<file path="config.mk">
export PLATFORM = sky130hd
export DESIGN_NAME = rbl_core
export DESIGN_NICKNAME = d
export VERILOG_FILES = /design/src/core/rbl_pkg.sv /design/src/core/rbl_dec_if.sv /design/src/core/rbl_core.sv /design/src/core/rbl_decode.sv
export SDC_FILE = /design/constraint.sdc
export NUM_CORES = 1
export LEC_CHECK = 0
export BUFFER_PORTS_ARGS = -buffer_cell sky130_fd_sc_hd__buf_2
export CORE_MARGIN = 2
export CORE_UTILIZATION = 55
export CTS_CLUSTER_SIZE = 20
export DETAILED_ROUTE_END_ITERATION = 6
export PLACE_DENSITY = 0.88
export SLEW_MARGIN = 20
export SYNTH_ARGS = -nofsm -noshare
export SYNTH_HDL_FRONTEND = slang
export SYNTH_SLANG_ARGS = --single-unit
</file>
<file path="constraint.sdc">
create_clock -name clk -period 6.5 [get_ports clk]
set_input_delay 0 -clock clk [delete_from_list [all_inputs] [get_ports clk]]
set_output_delay 0 -clock clk [all_outputs]
set_load 0.02 [all_outputs]
</file>
<file path="src/core/rbl_pkg.sv">
// Purpose: shared constants and types for the refetch barrier and byte-load unit
// Assumes: big-endian bit numbering in the instruction word (bit 0 is the msb)
// Notes:   field positions are given as lsb-based slices of a 32-bit word
package rbl_pkg;

    localparam int unsigned INSN_W       = 32;
    localparam int unsigned REG_W        = 32;
    localparam int unsigned RIDX_W       = 5;

    // primary opcode, instruction bits 0-5
    localparam int unsigned OPCD_HI      = 31;
    localparam int unsigned OPCD_LO      = 26;
    // target field, bits 6-10
    localparam int unsigned TGT_HI       = 25;
    localparam int unsigned TGT_LO       = 21;
    // base field, bits 11-15
    localparam int unsigned BASE_HI      = 20;
    localparam int unsigned BASE_LO      = 16;
    // index field, bits 16-20
    localparam int unsigned IDX_HI       = 15;
    localparam int unsigned IDX_LO       = 11;
    // extended opcode, bits 21-30
    localparam int unsigned XO_HI        = 10;
    localparam int unsigned XO_LO        = 1;
    // displacement, bits 16-31
    localparam int unsigned DISP_HI      = 15;
    localparam int unsigned DISP_LO      = 0;

    localparam logic [5:0] OP_BARRIER    = 6'h13;   // 19
    localparam logic [5:0] OP_EXT31      = 6'h1F;   // 31
    localparam logic [5:0] OP_LOAD_D     = 6'h22;   // 34
    localparam logic [5:0] OP_LOAD_DU    = 6'h23;   // 35
    localparam logic [9:0] XO_BARRIER    = 10'h096; // 150
    localparam logic [9:0] XO_LOAD_XU    = 10'h077; // 119
    localparam logic [9:0] XO_LOAD_X     = 10'h057; // 87

    localparam int unsigned BYTE_W       = 8;

    typedef enum logic [2:0] {
        RBL_K_NONE   = 3'h0,
        RBL_K_LD_D   = 3'h1,
        RBL_K_LD_DU  = 3'h2,
        RBL_K_LD_XU  = 3'h3,
        RBL_K_LD_X   = 3'h4,
        RBL_K_BAR    = 3'h5
    } rbl_kind_e;

    typedef enum logic [4:0] {
        RBL_S_IDLE   = 5'b00001,
        RBL_S_LOAD   = 5'b00010,
        RBL_S_DRAIN  = 5'b00100,
        RBL_S_FLUSH  = 5'b01000,
        RBL_S_DONE   = 5'b10000
    } rbl_state_e;

endpackage : rbl_pkg

</file>
<file path="src/core/rbl_dec_if.sv">
// Purpose: carries decoded fields from the decoder to the execute control
// Assumes: single clock, combinational between the two modules
// Notes:   none
`timescale 1ns/1ns
interface rbl_dec_if;
    import rbl_pkg::*;
    rbl_kind_e              kind;
    logic [RIDX_W-1:0]      tgt;
    logic [RIDX_W-1:0]      base;
    logic [RIDX_W-1:0]      idx;
    logic [REG_W-1:0]       disp_ext;
    logic                   illegal;

    modport dec (output kind, output tgt, output base, output idx,
                 output disp_ext, output illegal);
    modport exe (input kind, input tgt, input base, input idx,
                 input disp_ext, input illegal);
endinterface : rbl_dec_if

</file>
<file path="src/core/rbl_core.sv">
// Purpose: execute control for the refetch barrier and byte loads
// Assumes: register file reads are combinational from the rd_*_data ports
// Notes:   one instruction in flight; issue_ready gates the next
`timescale 1ns/1ns
module rbl_core
    import rbl_pkg::*;
(
    input  wire logic                clk,
    input  wire logic                rst_n,
    // issue side
    input  wire logic                issue_valid,
    input  wire logic [INSN_W-1:0]   issue_insn,
    input  wire logic                legacy_mode,
    output logic                     issue_ready,
    output logic                     illegal_insn,
    // register file read
    output logic [RIDX_W-1:0]        rd_a_idx,
    output logic [RIDX_W-1:0]        rd_b_idx,
    input  wire logic [REG_W-1:0]    rd_a_data,
    input  wire logic [REG_W-1:0]    rd_b_data,
    // register file write port 0: target, port 1: base update
    output logic                     wr0_en,
    output logic [RIDX_W-1:0]        wr0_idx,
    output logic [REG_W-1:0]         wr0_data,
    output logic                     wr1_en,
    output logic [RIDX_W-1:0]        wr1_idx,
    output logic [REG_W-1:0]         wr1_data,
    // condition field 0 and exception register write enables
    output logic                     cr0_wr_en,
    output logic                     xer_wr_en,
    // load/store subsystem
    output logic                     mem_req,
    output logic [REG_W-1:0]         mem_addr,
    input  wire logic                mem_ack,
    input  wire logic [BYTE_W-1:0]   mem_byte,
    input  wire logic                mem_align_fault,
    input  wire logic                mem_dsi_fault,
    output logic                     fault_taken,
    // pipeline state
    input  wire logic                older_all_done,
    input  wire logic                older_csync_done,
    input  wire logic                fetch_drained,
    output logic                     fetch_flush,
    output logic [REG_W-1:0]         msr_snapshot,
    input  wire logic [REG_W-1:0]    machine_state_word
);

    ////////////////////////////////////////////////////////////////////////
    // decode
    rbl_dec_if dif ();

    rbl_decode u_dec (
        .insn (issue_insn),
        .d    (dif.dec)
    );

    // index or displacement alone when base field is zero, used by several forms
    function automatic logic [REG_W-1:0] ea_calc(
        input logic [RIDX_W-1:0] base,
        input logic [REG_W-1:0]  base_val,
        input logic [REG_W-1:0]  offs
    );
        ea_calc = (base == '0) ? offs : base_val + offs;
    endfunction : ea_calc

    ////////////////////////////////////////////////////////////////////////
    // state
    rbl_state_e              state_ff,    nxt_state;
    rbl_kind_e               kind_ff,     nxt_kind;
    logic [RIDX_W-1:0]       tgt_ff,      nxt_tgt;
    logic [RIDX_W-1:0]       base_ff,     nxt_base;
    logic [REG_W-1:0]        ea_ff,       nxt_ea;
    logic                    legacy_ff,   nxt_legacy;
    logic                    ready_ff,    nxt_ready;
    logic                    illegal_ff,  nxt_illegal;
    logic                    req_ff,      nxt_req;
    logic                    w0_ff,       nxt_w0;
    logic [REG_W-1:0]        w0d_ff,      nxt_w0d;
    logic                    w1_ff,       nxt_w1;
    logic                    fault_ff,    nxt_fault;
    logic                    flush_ff,    nxt_flush;
    logic [REG_W-1:0]        msr_ff,      nxt_msr;

    logic [REG_W-1:0]        ea_now;
    logic                    take;

    assign rd_a_idx = dif.base;
    assign rd_b_idx = dif.idx;
    assign take     = issue_valid && ready_ff;

    always_comb begin
        unique case (dif.kind)
            RBL_K_LD_XU,
            RBL_K_LD_X:  ea_now = ea_calc(dif.base, rd_a_data, rd_b_data);
            default:     ea_now = ea_calc(dif.base, rd_a_data, dif.disp_ext);
        endcase
    end

    ////////////////////////////////////////////////////////////////////////
    // shared conditions
    logic                    grab;
    logic                    order_met;
    logic                    ack_ok;
    logic                    ack_bad;

    // only the update forms may write the base register back
    function automatic logic has_update(input rbl_kind_e kind);
        has_update = (kind == RBL_K_LD_DU) || (kind == RBL_K_LD_XU);
    endfunction : has_update

    // words are only taken while idle, so one is in flight at most
    assign grab      = take && state_ff == RBL_S_IDLE;
    // legacy form only orders against cache-sync operations
    assign order_met = legacy_ff ? older_csync_done : older_all_done;
    // ack qualified by state so a stray ack while idle is ignored
    assign ack_ok    = state_ff == RBL_S_LOAD && mem_ack && !mem_align_fault && !mem_dsi_fault;
    assign ack_bad   = state_ff == RBL_S_LOAD && mem_ack && (mem_align_fault || mem_dsi_fault);

    ////////////////////////////////////////////////////////////////////////
    // sequence: state, ready and the held request
    always_comb begin
        nxt_state = state_ff;
        nxt_ready = ready_ff;
        nxt_req   = req_ff;
        unique case (state_ff)
            RBL_S_IDLE: begin
                if (grab && dif.kind == RBL_K_BAR) begin
                    nxt_ready = 1'b0;
                    nxt_state = RBL_S_DRAIN;
                end else if (grab && !dif.illegal) begin
                    nxt_ready = 1'b0;
                    nxt_req   = 1'b1;
                    nxt_state = RBL_S_LOAD;
                end
            end
            RBL_S_LOAD: begin
                // request stands until the ack edge
                if (mem_ack) begin
                    nxt_req   = 1'b0;
                    nxt_state = RBL_S_DONE;
                end
            end
            RBL_S_DRAIN: begin
                if (order_met) begin
                    nxt_state = RBL_S_FLUSH;
                end
            end
            RBL_S_FLUSH: begin
                if (fetch_drained) begin
                    nxt_state = RBL_S_DONE;
                end
            end
            RBL_S_DONE: begin
                // one idle cycle lets the writes land before the next take
                nxt_ready = 1'b1;
                nxt_state = RBL_S_IDLE;
            end
        endcase
    end

    always_ff @(posedge clk) begin
        if (!rst_n) begin
            state_ff <= RBL_S_IDLE;
            ready_ff <= 1'b1;
            req_ff   <= 1'b0;
        end else begin
            state_ff <= nxt_state;
            ready_ff <= nxt_ready;
            req_ff   <= nxt_req;
        end
    end

    ////////////////////////////////////////////////////////////////////////
    // operands captured at the take
    always_comb begin
        nxt_kind   = kind_ff;
        nxt_tgt    = tgt_ff;
        nxt_base   = base_ff;
        nxt_ea     = ea_ff;
        nxt_legacy = legacy_ff;
        if (grab) begin
            nxt_kind   = dif.kind;
            nxt_tgt    = dif.tgt;
            nxt_base   = dif.base;
            nxt_ea     = ea_now;
            nxt_legacy = legacy_mode;
        end
    end

    always_ff @(posedge clk) begin
        if (!rst_n) begin
            kind_ff   <= RBL_K_NONE;
            tgt_ff    <= '0;
            base_ff   <= '0;
            ea_ff     <= '0;
            legacy_ff <= 1'b0;
        end else begin
            kind_ff   <= nxt_kind;
            tgt_ff    <= nxt_tgt;
            base_ff   <= nxt_base;
            ea_ff     <= nxt_ea;
            legacy_ff <= nxt_legacy;
        end
    end

    ////////////////////////////////////////////////////////////////////////
    // load results: target write, base update, fault and refusal pulses
    always_comb begin
        nxt_illegal = 1'b0;
        nxt_w0      = 1'b0;
        nxt_w0d     = w0d_ff;
        nxt_w1      = 1'b0;
        nxt_fault   = 1'b0;
        if (grab && dif.illegal) begin
            // refused word: pulse only, the unit stays ready
            nxt_illegal = 1'b1;
        end
        if (ack_bad) begin
            // a faulting access writes nothing, base included
            nxt_fault = 1'b1;
        end
        if (ack_ok) begin
            nxt_w0  = 1'b1;
            nxt_w0d = {{(REG_W-BYTE_W){1'b0}}, mem_byte};
            // no update for a zero base or a base that is also the target
            nxt_w1  = has_update(kind_ff) && base_ff != '0 && base_ff != tgt_ff;
        end
    end

    always_ff @(posedge clk) begin
        if (!rst_n) begin
            illegal_ff <= 1'b0;
            w0_ff      <= 1'b0;
            w0d_ff     <= '0;
            w1_ff      <= 1'b0;
            fault_ff   <= 1'b0;
        end else begin
            illegal_ff <= nxt_illegal;
            w0_ff      <= nxt_w0;
            w0d_ff     <= nxt_w0d;
            w1_ff      <= nxt_w1;
            fault_ff   <= nxt_fault;
        end
    end

    ////////////////////////////////////////////////////////////////////////
    // barrier: flush request and the machine state taken at its start
    always_comb begin
        nxt_flush = 1'b0;
        nxt_msr   = msr_ff;
        if (state_ff == RBL_S_DRAIN && order_met) begin
            nxt_flush = 1'b1;
            nxt_msr   = machine_state_word;
        end else if (state_ff == RBL_S_FLUSH) begin
            // held until the fetch side reports the prefetch gone
            nxt_flush = !fetch_drained;
        end
    end

    always_ff @(posedge clk) begin
        if (!rst_n) begin
            flush_ff <= 1'b0;
            msr_ff   <= '0;
        end else begin
            flush_ff <= nxt_flush;
            msr_ff   <= nxt_msr;
        end
    end

    ////////////////////////////////////////////////////////////////////////
    // outputs, all from flops except the two tied-off enables and the read indices decoded from issue_insn
    assign issue_ready  = ready_ff;
    assign illegal_insn = illegal_ff;
    assign mem_req      = req_ff;
    assign mem_addr     = ea_ff;
    assign wr0_en       = w0_ff;
    assign wr0_idx      = tgt_ff;
    assign wr0_data     = w0d_ff;
    assign wr1_en       = w1_ff;
    assign wr1_idx      = base_ff;
    assign wr1_data     = ea_ff;
    assign fault_taken  = fault_ff;
    assign fetch_flush  = flush_ff;
    assign msr_snapshot = msr_ff;
    // no form here records into either register
    assign cr0_wr_en    = 1'b0;
    assign xer_wr_en    = 1'b0;

endmodule : rbl_core

</file>
<file path="src/core/rbl_decode.sv">
// Purpose: combinational decode of the barrier and byte-load forms
// Assumes: instruction word stable while presented
// Notes:   reserved fields are never looked at
`timescale 1ns/1ns
module rbl_decode
    import rbl_pkg::*;
(
    input  wire logic [INSN_W-1:0] insn,
    rbl_dec_if.dec                 d
);
    logic [5:0] opcd;
    logic [9:0] xo;

    assign opcd = insn[OPCD_HI:OPCD_LO];
    assign xo   = insn[XO_HI:XO_LO];

    always_comb begin
        d.kind    = RBL_K_NONE;
        d.illegal = 1'b1;
        // bit 31 and barrier register fields not compared
        if (opcd == OP_BARRIER && xo == XO_BARRIER) begin
            d.kind = RBL_K_BAR;
        end else if (opcd == OP_LOAD_D) begin
            d.kind = RBL_K_LD_D;
        end else if (opcd == OP_LOAD_DU) begin
            d.kind = RBL_K_LD_DU;
        end else if (opcd == OP_EXT31 && xo == XO_LOAD_XU) begin
            d.kind = RBL_K_LD_XU;
        end else if (opcd == OP_EXT31 && xo == XO_LOAD_X) begin
            d.kind = RBL_K_LD_X;
        end
        if (d.kind != RBL_K_NONE) begin
            d.illegal = 1'b0;
        end
    end

    assign d.tgt      = insn[TGT_HI:TGT_LO];
    assign d.base     = insn[BASE_HI:BASE_LO];
    assign d.idx      = insn[IDX_HI:IDX_LO];
    // sign extension of the 16-bit offset
    assign d.disp_ext = {{(REG_W-16){insn[DISP_HI]}}, insn[DISP_HI:DISP_LO]};

endmodule : rbl_decode

</file>
-- Yosys cells after proc, flatten, opt, wreduce, memory -nomap -nowiden
Index checks and enable logic that the tools add are counted.
- reduce and logical (&&, ||, !) cells: 30
- mux-type cells: 28
- $add $sub $neg: 2
- eq/ne operators: 24
- operators by type and width (cell ; number):
    32-bit 2-to-1 mux ; 3
    32-bit adder ; 2
    5-bit 2-to-1 mux ; 5
    5-bit case mux with 5 select lines ; 1
    10-bit by 7-bit equality test with 1-bit output (second input constant) ; 2
    1-bit logical AND ; 15
    3-bit 2-to-1 mux ; 5
    6-bit by 5-bit equality test with 1-bit output (second input constant) ; 2
    6-bit equality test (second input constant) ; 2
    1-bit 2-to-1 mux ; 12
    10-bit by 8-bit equality test with 1-bit output (second input constant) ; 1
    3-bit by 2-bit equality test with 1-bit output (second input constant) ; 3
    2-bit != test (second input constant) ; 4
    4-bit AND reduction ; 2
    3-bit equality test (second input constant) ; 2
    5-bit by 1-bit equality test with 1-bit output (second input constant) ; 1
    5-bit by 2-bit equality test with 1-bit output (second input constant) ; 1
    5-bit by 3-bit equality test with 1-bit output (second input constant) ; 1
    5-bit by 4-bit equality test with 1-bit output (second input constant) ; 1
    5-bit equality test (second input constant) ; 1
    5-bit logical NOT ; 1
    5-bit != test ; 1
    5-bit nonzero test ; 1
    1-bit case mux with 2 select lines ; 2
    other kinds (8) ; 13
- output and inout port bits: 157
- register bits after elaboration: 98
- input port bits: 146
- word-level logic and storage cells: 99

-- Longest topological paths before layout
- word-level depth: 12
- gate-level depth with buffers: 12
- depth with buffers taken out: 12

-- By module
From an unflattened synthesis, not the netlist that was laid out.
- cells, all modules: 1136
- area total of the unflattened synthesis: 8578.2 sq um
- by module, submodules not included (module ; sequential area each (sq um) ; times used ; cells an instance ; area each (sq um)):
    rbl_core ; 1941.9 ; 1 ; 1067 ; 8090.3
    rbl_decode ; 0.0 ; 1 ; 69 ; 488.0

-- Worst setup path before layout
Ideal clock, no wire load.
- kind: in2reg
- start point: in rd_a_data[0]
- end point: reg ea_ff[30], in the netlist mem_addr[30]
- arrival time: 2.316 ns
- slack: 4.055 ns
- buffers on the path: 0
- stages on the path: 12
- required time: 6.372 ns
- setup time: 0.128 ns
- cell sequence: ha_1 inv_1 fa_1 and2b_1 o2111ai_1 a21oi_1 o21ai_1 o41ai_2 a221oi_2 o41ai_1 mux2i_1 a31oi_1
- longest elaborated chain between the ends: 3
- elaborated cells on any way between the ends: 5
- classes of those cells: add/sub: 2; mux: 3
- ends and longest elaborated chain (element ; RTL line ; source):
    from (decl) ; rbl_core.sv:19 ; input wire logic [REG_W-1:0] rd_a_data,
    32-bit adder ; rbl_core.sv:63 ; ea_calc = (base == '0) ? offs : base_val + offs;
    32-bit 2-to-1 mux ; rbl_core.sv:63 ;
    32-bit 2-to-1 mux * ; rbl_core.sv:92 ; unique case (dif.kind)
    to (signal assigned) ; rbl_core.sv:201 ; ea_ff <= nxt_ea;
    to (decl) ; rbl_core.sv:72 ; logic [REG_W-1:0] ea_ff, nxt_ea;
Mark *: on every way between the ends. The rest lies on a longest branch, timed or not.
A chain may end at the register's enable or synchronous reset.

-- Final worst setup path
- start point: reg state_ff[3]
- end point: reg ea_ff[19], in the netlist mem_addr[19]
- longest elaborated chain between the ends: 2
- ends and longest elaborated chain (element ; RTL line ; source):
    from (decl) ; rbl_core.sv:68 ; rbl_state_e state_ff, nxt_state;
    from (signal assigned) ; rbl_core.sv:167 ; state_ff <= nxt_state;
    5-bit by 1-bit equality test with 1-bit output ; rbl_core.sv:112 ; assign grab = take && state_ff == RBL_S_IDLE;
    1-bit logical AND ; rbl_core.sv:112 ;
No other way between the ends.

==> Flow_metrics.wiki <==
{| class="wikitable"
! Metric !! Value
|-
| Gate Count Post-Synth || 1101
|-
| Leakage || between 4 and 5 nW
|-
| Final setup vio count || 0
|-
| Antenna cell count || 0
|-
| Drt wl/cell || 18.4 um
|-
| Total number of nets in the final design || 1569
|-
| CP startpoint kind || flip-flop
|-
| Final worst-path cycle share || 0.472
|-
| Core footprint || approximately 15000 um2
|-
| Count of max-cap constraint violations || 0
|-
| Clock network latency to the later pin of the worst-skew pair || ~360 ps
|-
| Ports || about 300
|-
| Area used by multi-input combinational logic || roughly 5600 um2
|-
| Wire length of the first global-routing pass || 44200 um
|-
| Pin count of the biggest net entering global routing || 99
|-
| # rows || 44
|-
| Kind of cell adding the most delay to the critical path || simple AND/OR/NAND/NOR gates
|-
| Met2 layer wire length in the routed design || 13700 um
|-
| Die Height || ~130 um
|-
| Antenna violations before repair || 0
|-
| Min-Delay Path Class || input pin to flip-flop
|-
| Clk sink count || 97
|-
| Placement Cell Area || between 9000 and 10000 um2
|-
| Sequential-to-total area share from yosys stat || 0.235
|-
| Area growth from synthesis to layout || 23.3%
|-
| Cell area power density || ~240 nW/um2
|-
| Required arrival time at the worst endpoint || a little under 7000 ps
|-
| Level count of the clock H-tree || 3
|-
| Total routed wirelength || between 20000 and 30000 um
|-
| FF-to-FF setup slack || between 3000 and 4000 ps
|-
| Count of port buffers added during placement || between 200 and 300
|-
| Buffers & Inverters on Critical Path || 1
|-
| RePlAce Congestion || 0.980
|-
| Clk slew on worst S/H paths || about 80 ps
|-
| Clock tree from TritonCTS || built
|-
| Proportion of register bits with asynchronous set or reset after synthesis || 0
|-
| Hold Violations, Final || 0
|-
| Number of post-CTS setup repair buffers || 0
|-
| RSZ-0062 raised after global routing || no
|-
| Via count of the first global-routing pass || between 8000 and 9000
|-
| Relative slew slack || 0.369
|-
| Synth area leader || sky130_fd_sc_hd__dfxtp_1
|-
| Via density per instance || between 6 and 7
|-
| Setup skew after layout || between 10 and 15 ps
|-
| Delay of the slowest cell on the worst path || between 700 and 800 ps
|-
| Combined flip-flop and latch cell area || between 1500 and 2000 um2
|-
| Hold Path Origin || rd_b_data[27]
|-
| Post-Route Utilization || 0.697
|-
| Cell count of the worst hold path || 3
|-
| Run status || finished clean
|-
| Area fraction of the dominant cell type after synthesis || 0.235
|-
| Endpoint of the lowest-slack register-to-register path || mem_addr[19]$_SDFFE_PN0P_
|-
| Source of the worst register-to-register timing path || state_ff[3]$_SDFFE_PN0P_
|-
| Global route total overflow || 0
|-
| Fillcell total || about 1200
|-
| Commonest non-fill, non-tap cell in the layout || sky130_fd_sc_hd__buf_2
|-
| Synth cell types || between 70 and 80
|-
| Peak supply drop || between 0.15 and 0.2 mV
|-
| Maximum fanout along the worst path || 21
|-
| Max stage delay cell, worst path || sky130_fd_sc_hd__nand3_1
|-
| Die area || around 16000 um2
|-
| Worst Setup End Kind || flip-flop
|-
| Die W || roughly 130 um
|-
| Fmax || 0.326 GHz
|-
| Post-route minimum period || ~3100 ps
|-
| Cell at the root of the clock tree || sky130_fd_sc_hd__clkbuf_16
|-
| Crit path cell chain || nor3_1 -> nand2_1 -> nor2_1 -> nand3_1 -> buf_4 -> a311o_1 -> a221oi_1 -> nor2_1
|-
| Share of cells above drive strength 1 || 0.234
|-
| Uppermost layer routed || met4
|-
| Starting density of the core || 0.565
|-
| WS Path Type || flip-flop to flip-flop
|-
| Number of DRC violations after detailed-routing iteration 0 || 833
|-
| Buffer depth of the longest clock path || 2
|-
| Top area cells in the synthesized netlist || sky130_fd_sc_hd__dfxtp_1 (23%), sky130_fd_sc_hd__ha_1 (9.4%), sky130_fd_sc_hd__nand2_1 (8.2%)
|-
| YS warnings || 0
|-
| Worst Tran Pin Value || about 940 ps
|-
| Final-layout setup total negative slack || 0 ps
|-
| Cell area after layout || 10200 um2
|-
| Metal1 wirelength || roughly 11000 um
|-
| Primary flip-flop cell chosen by synthesis mapping || sky130_fd_sc_hd__dfxtp_1
|-
| Hold worst-path end || mem_addr[27]$_SDFFE_PN0P_
|-
| Count of antenna-violating nets left after detailed routing || 0
|-
| Hold WS || between 20 and 30 ps
|-
| Library cell appearing most often on the critical path || sky130_fd_sc_hd__nor2_1
|-
| Number of flops mapped to enable cells by yosys || 0
|-
| Total met3 wirelength after detailed routing || approximately 2900 um
|-
| Number of buffers inserted during clock tree synthesis || 9
|-
| Max-slew violation count || 0
|-
| Worst R2R Path Depth || 8
|-
| Final routed DRC violation total || 0
|-
| Number of storage elements in the synthesis netlist || between 90 and 100
|-
| Total standard cell area after synthesis || 8280 um2
|-
| Vias post-DR || about 9500
|-
| Mean cell area of the mapped netlist || 7.52 um2
|-
| Router iterations before antenna repair || 7
|-
| Crit path arrival time || about 3300 ps
|-
| Commonest cells after routing, fill and taps aside || sky130_fd_sc_hd__buf_2 (276), sky130_fd_sc_hd__nand2_1 (179), sky130_fd_sc_hd__a21oi_1 (102)
|-
| Total chip power || around 2.4 mW
|-
| Global Route Usage Sum || 0.337
|-
| Total half-perimeter wirelength after legalization and detailed placement || about 19000 um
|}
## synth_stat cells, types with 7 or more instances
master and n:
sky130_fd_sc_hd__inv_1 16, sky130_fd_sc_hd__ha_1 62, sky130_fd_sc_hd__nor2_1 56, sky130_fd_sc_hd__xnor2_1 31, sky130_fd_sc_hd__nand2b_1 11, sky130_fd_sc_hd__a31oi_1 10, sky130_fd_sc_hd__clkbuf_1 38, sky130_fd_sc_hd__nor2b_1 13
sky130_fd_sc_hd__nand2_1 180, sky130_fd_sc_hd__a21o_1 18, sky130_fd_sc_hd__o21a_1 7, sky130_fd_sc_hd__a21boi_1 28, sky130_fd_sc_hd__nand4_1 11, sky130_fd_sc_hd__o211ai_1 25, sky130_fd_sc_hd__dfxtp_1 97, sky130_fd_sc_hd__buf_4 69
sky130_fd_sc_hd__nor3_1 22, sky130_fd_sc_hd__a21oi_1 102, sky130_fd_sc_hd__mux2i_1 13, sky130_fd_sc_hd__and3_1 12, sky130_fd_sc_hd__xor2_1 22, sky130_fd_sc_hd__a211oi_1 9, sky130_fd_sc_hd__nand3_1 36, sky130_fd_sc_hd__a21boi_0 25
sky130_fd_sc_hd__o21ai_0 62, sky130_fd_sc_hd__buf_2 7
## cell families after synthesis
group | count (synthesis) | share of synthesized area
adder cells (fa/ha/maj) | 64 | 0.0985
AO/OA/AOI/OAI | 350 | 0.276
other | 1 | 0.000453
flip-flops | 97 | 0.235
multiplexers | 15 | 0.0184
buffers and inverters | 137 | 0.0972
AND/OR/NAND/NOR | 384 | 0.219
XOR/XNOR | 53 | 0.0561
## final cells by class
class / count / area share
flip-flops and latches: 97 / 0.190
repair buffers: 343 / 0.199
clock inverters: 7 / 0.00772
multi-input cells: 892 / 0.552
clock buffers: 9 / 0.0221
well taps: 184 / 0.0226
inverters: 16 / 0.00588
## worst register-to-register path, cell delays in order, from the launching register on
cell and delay, ps:
sky130_fd_sc_hd__dfxtp_1 400, sky130_fd_sc_hd__nor3_1 320, sky130_fd_sc_hd__nand2_1 160, sky130_fd_sc_hd__nor2_1 280
sky130_fd_sc_hd__nand3_1 730, sky130_fd_sc_hd__buf_4 510, sky130_fd_sc_hd__a311o_1 300, sky130_fd_sc_hd__a221oi_1 220
sky130_fd_sc_hd__nor2_1 60
## state kept, by name (all words and copies together), names as in the netlist
signal and flops:
wr1_en 1, wr1_idx 5, kind_ff 2, mem_addr 32
fault_taken 1, wr0_en 1, state_ff 5, wr0_data 8
issue_ready 1, illegal_insn 1, wr0_idx 5, fetch_flush 1
msr_snapshot 32, mem_req 1, legacy_ff 1
## power breakdown
group / switching [mW] / internal, mW / total [mW]
registers: 0.0815 / 0.678 / 0.759
clock network: 0.278 / 0.275 / 0.552
logic: 0.690 / 0.402 / 1.09
total: 1.05 / 1.35 / 2.40
## what timing repair did
action,CTS,global route
gates resized for setup,0,0
hold buffers,60,0
hold endpoints to repair,59,0
## worst max path at each step
stage / to / startpoint / cells past startpoint / slack (ps)
3_5_place_dp: mem_addr[30]$_SDFFE_PN0P_ / rd_a_data[0] / 13 / 3530
6_report: mem_addr[19]$_SDFFE_PN0P_ / state_ff[3]$_SDFFE_PN0P_ / 8 / 3430
3_3_place_gp: mem_addr[19]$_SDFFE_PN0P_ / state_ff[3]$_SDFFE_PN0P_ / 8 / 3600
5_1_grt: mem_addr[19]$_SDFFE_PN0P_ / state_ff[3]$_SDFFE_PN0P_ / 8 / 3160
4_1_cts: mem_addr[19]$_SDFFE_PN0P_ / state_ff[3]$_SDFFE_PN0P_ / 8 / 3510
2_1_floorplan: mem_addr[30]$_SDFFE_PN0P_ / rd_a_data[0] / 12 / 4060
## per-layer routing
metal | GRT usage | vias up
li1 | - | 4413
met1 | 0.408 | 4322
met2 | 0.591 | 630
met3 | 0.0540 | 98
met4 | 0.148 | 0
met5 | 0 | -
## stage by stage
stage	worst slack (ps)	std cells
after CTS	3510	1548
after floorplan	4060	1126
after detailed placement	3530	1472
after global placement	3600	1472
final	3430	1548
after global routing	3160	1548
No activity file was read; power rests on OpenSTA's default activity.
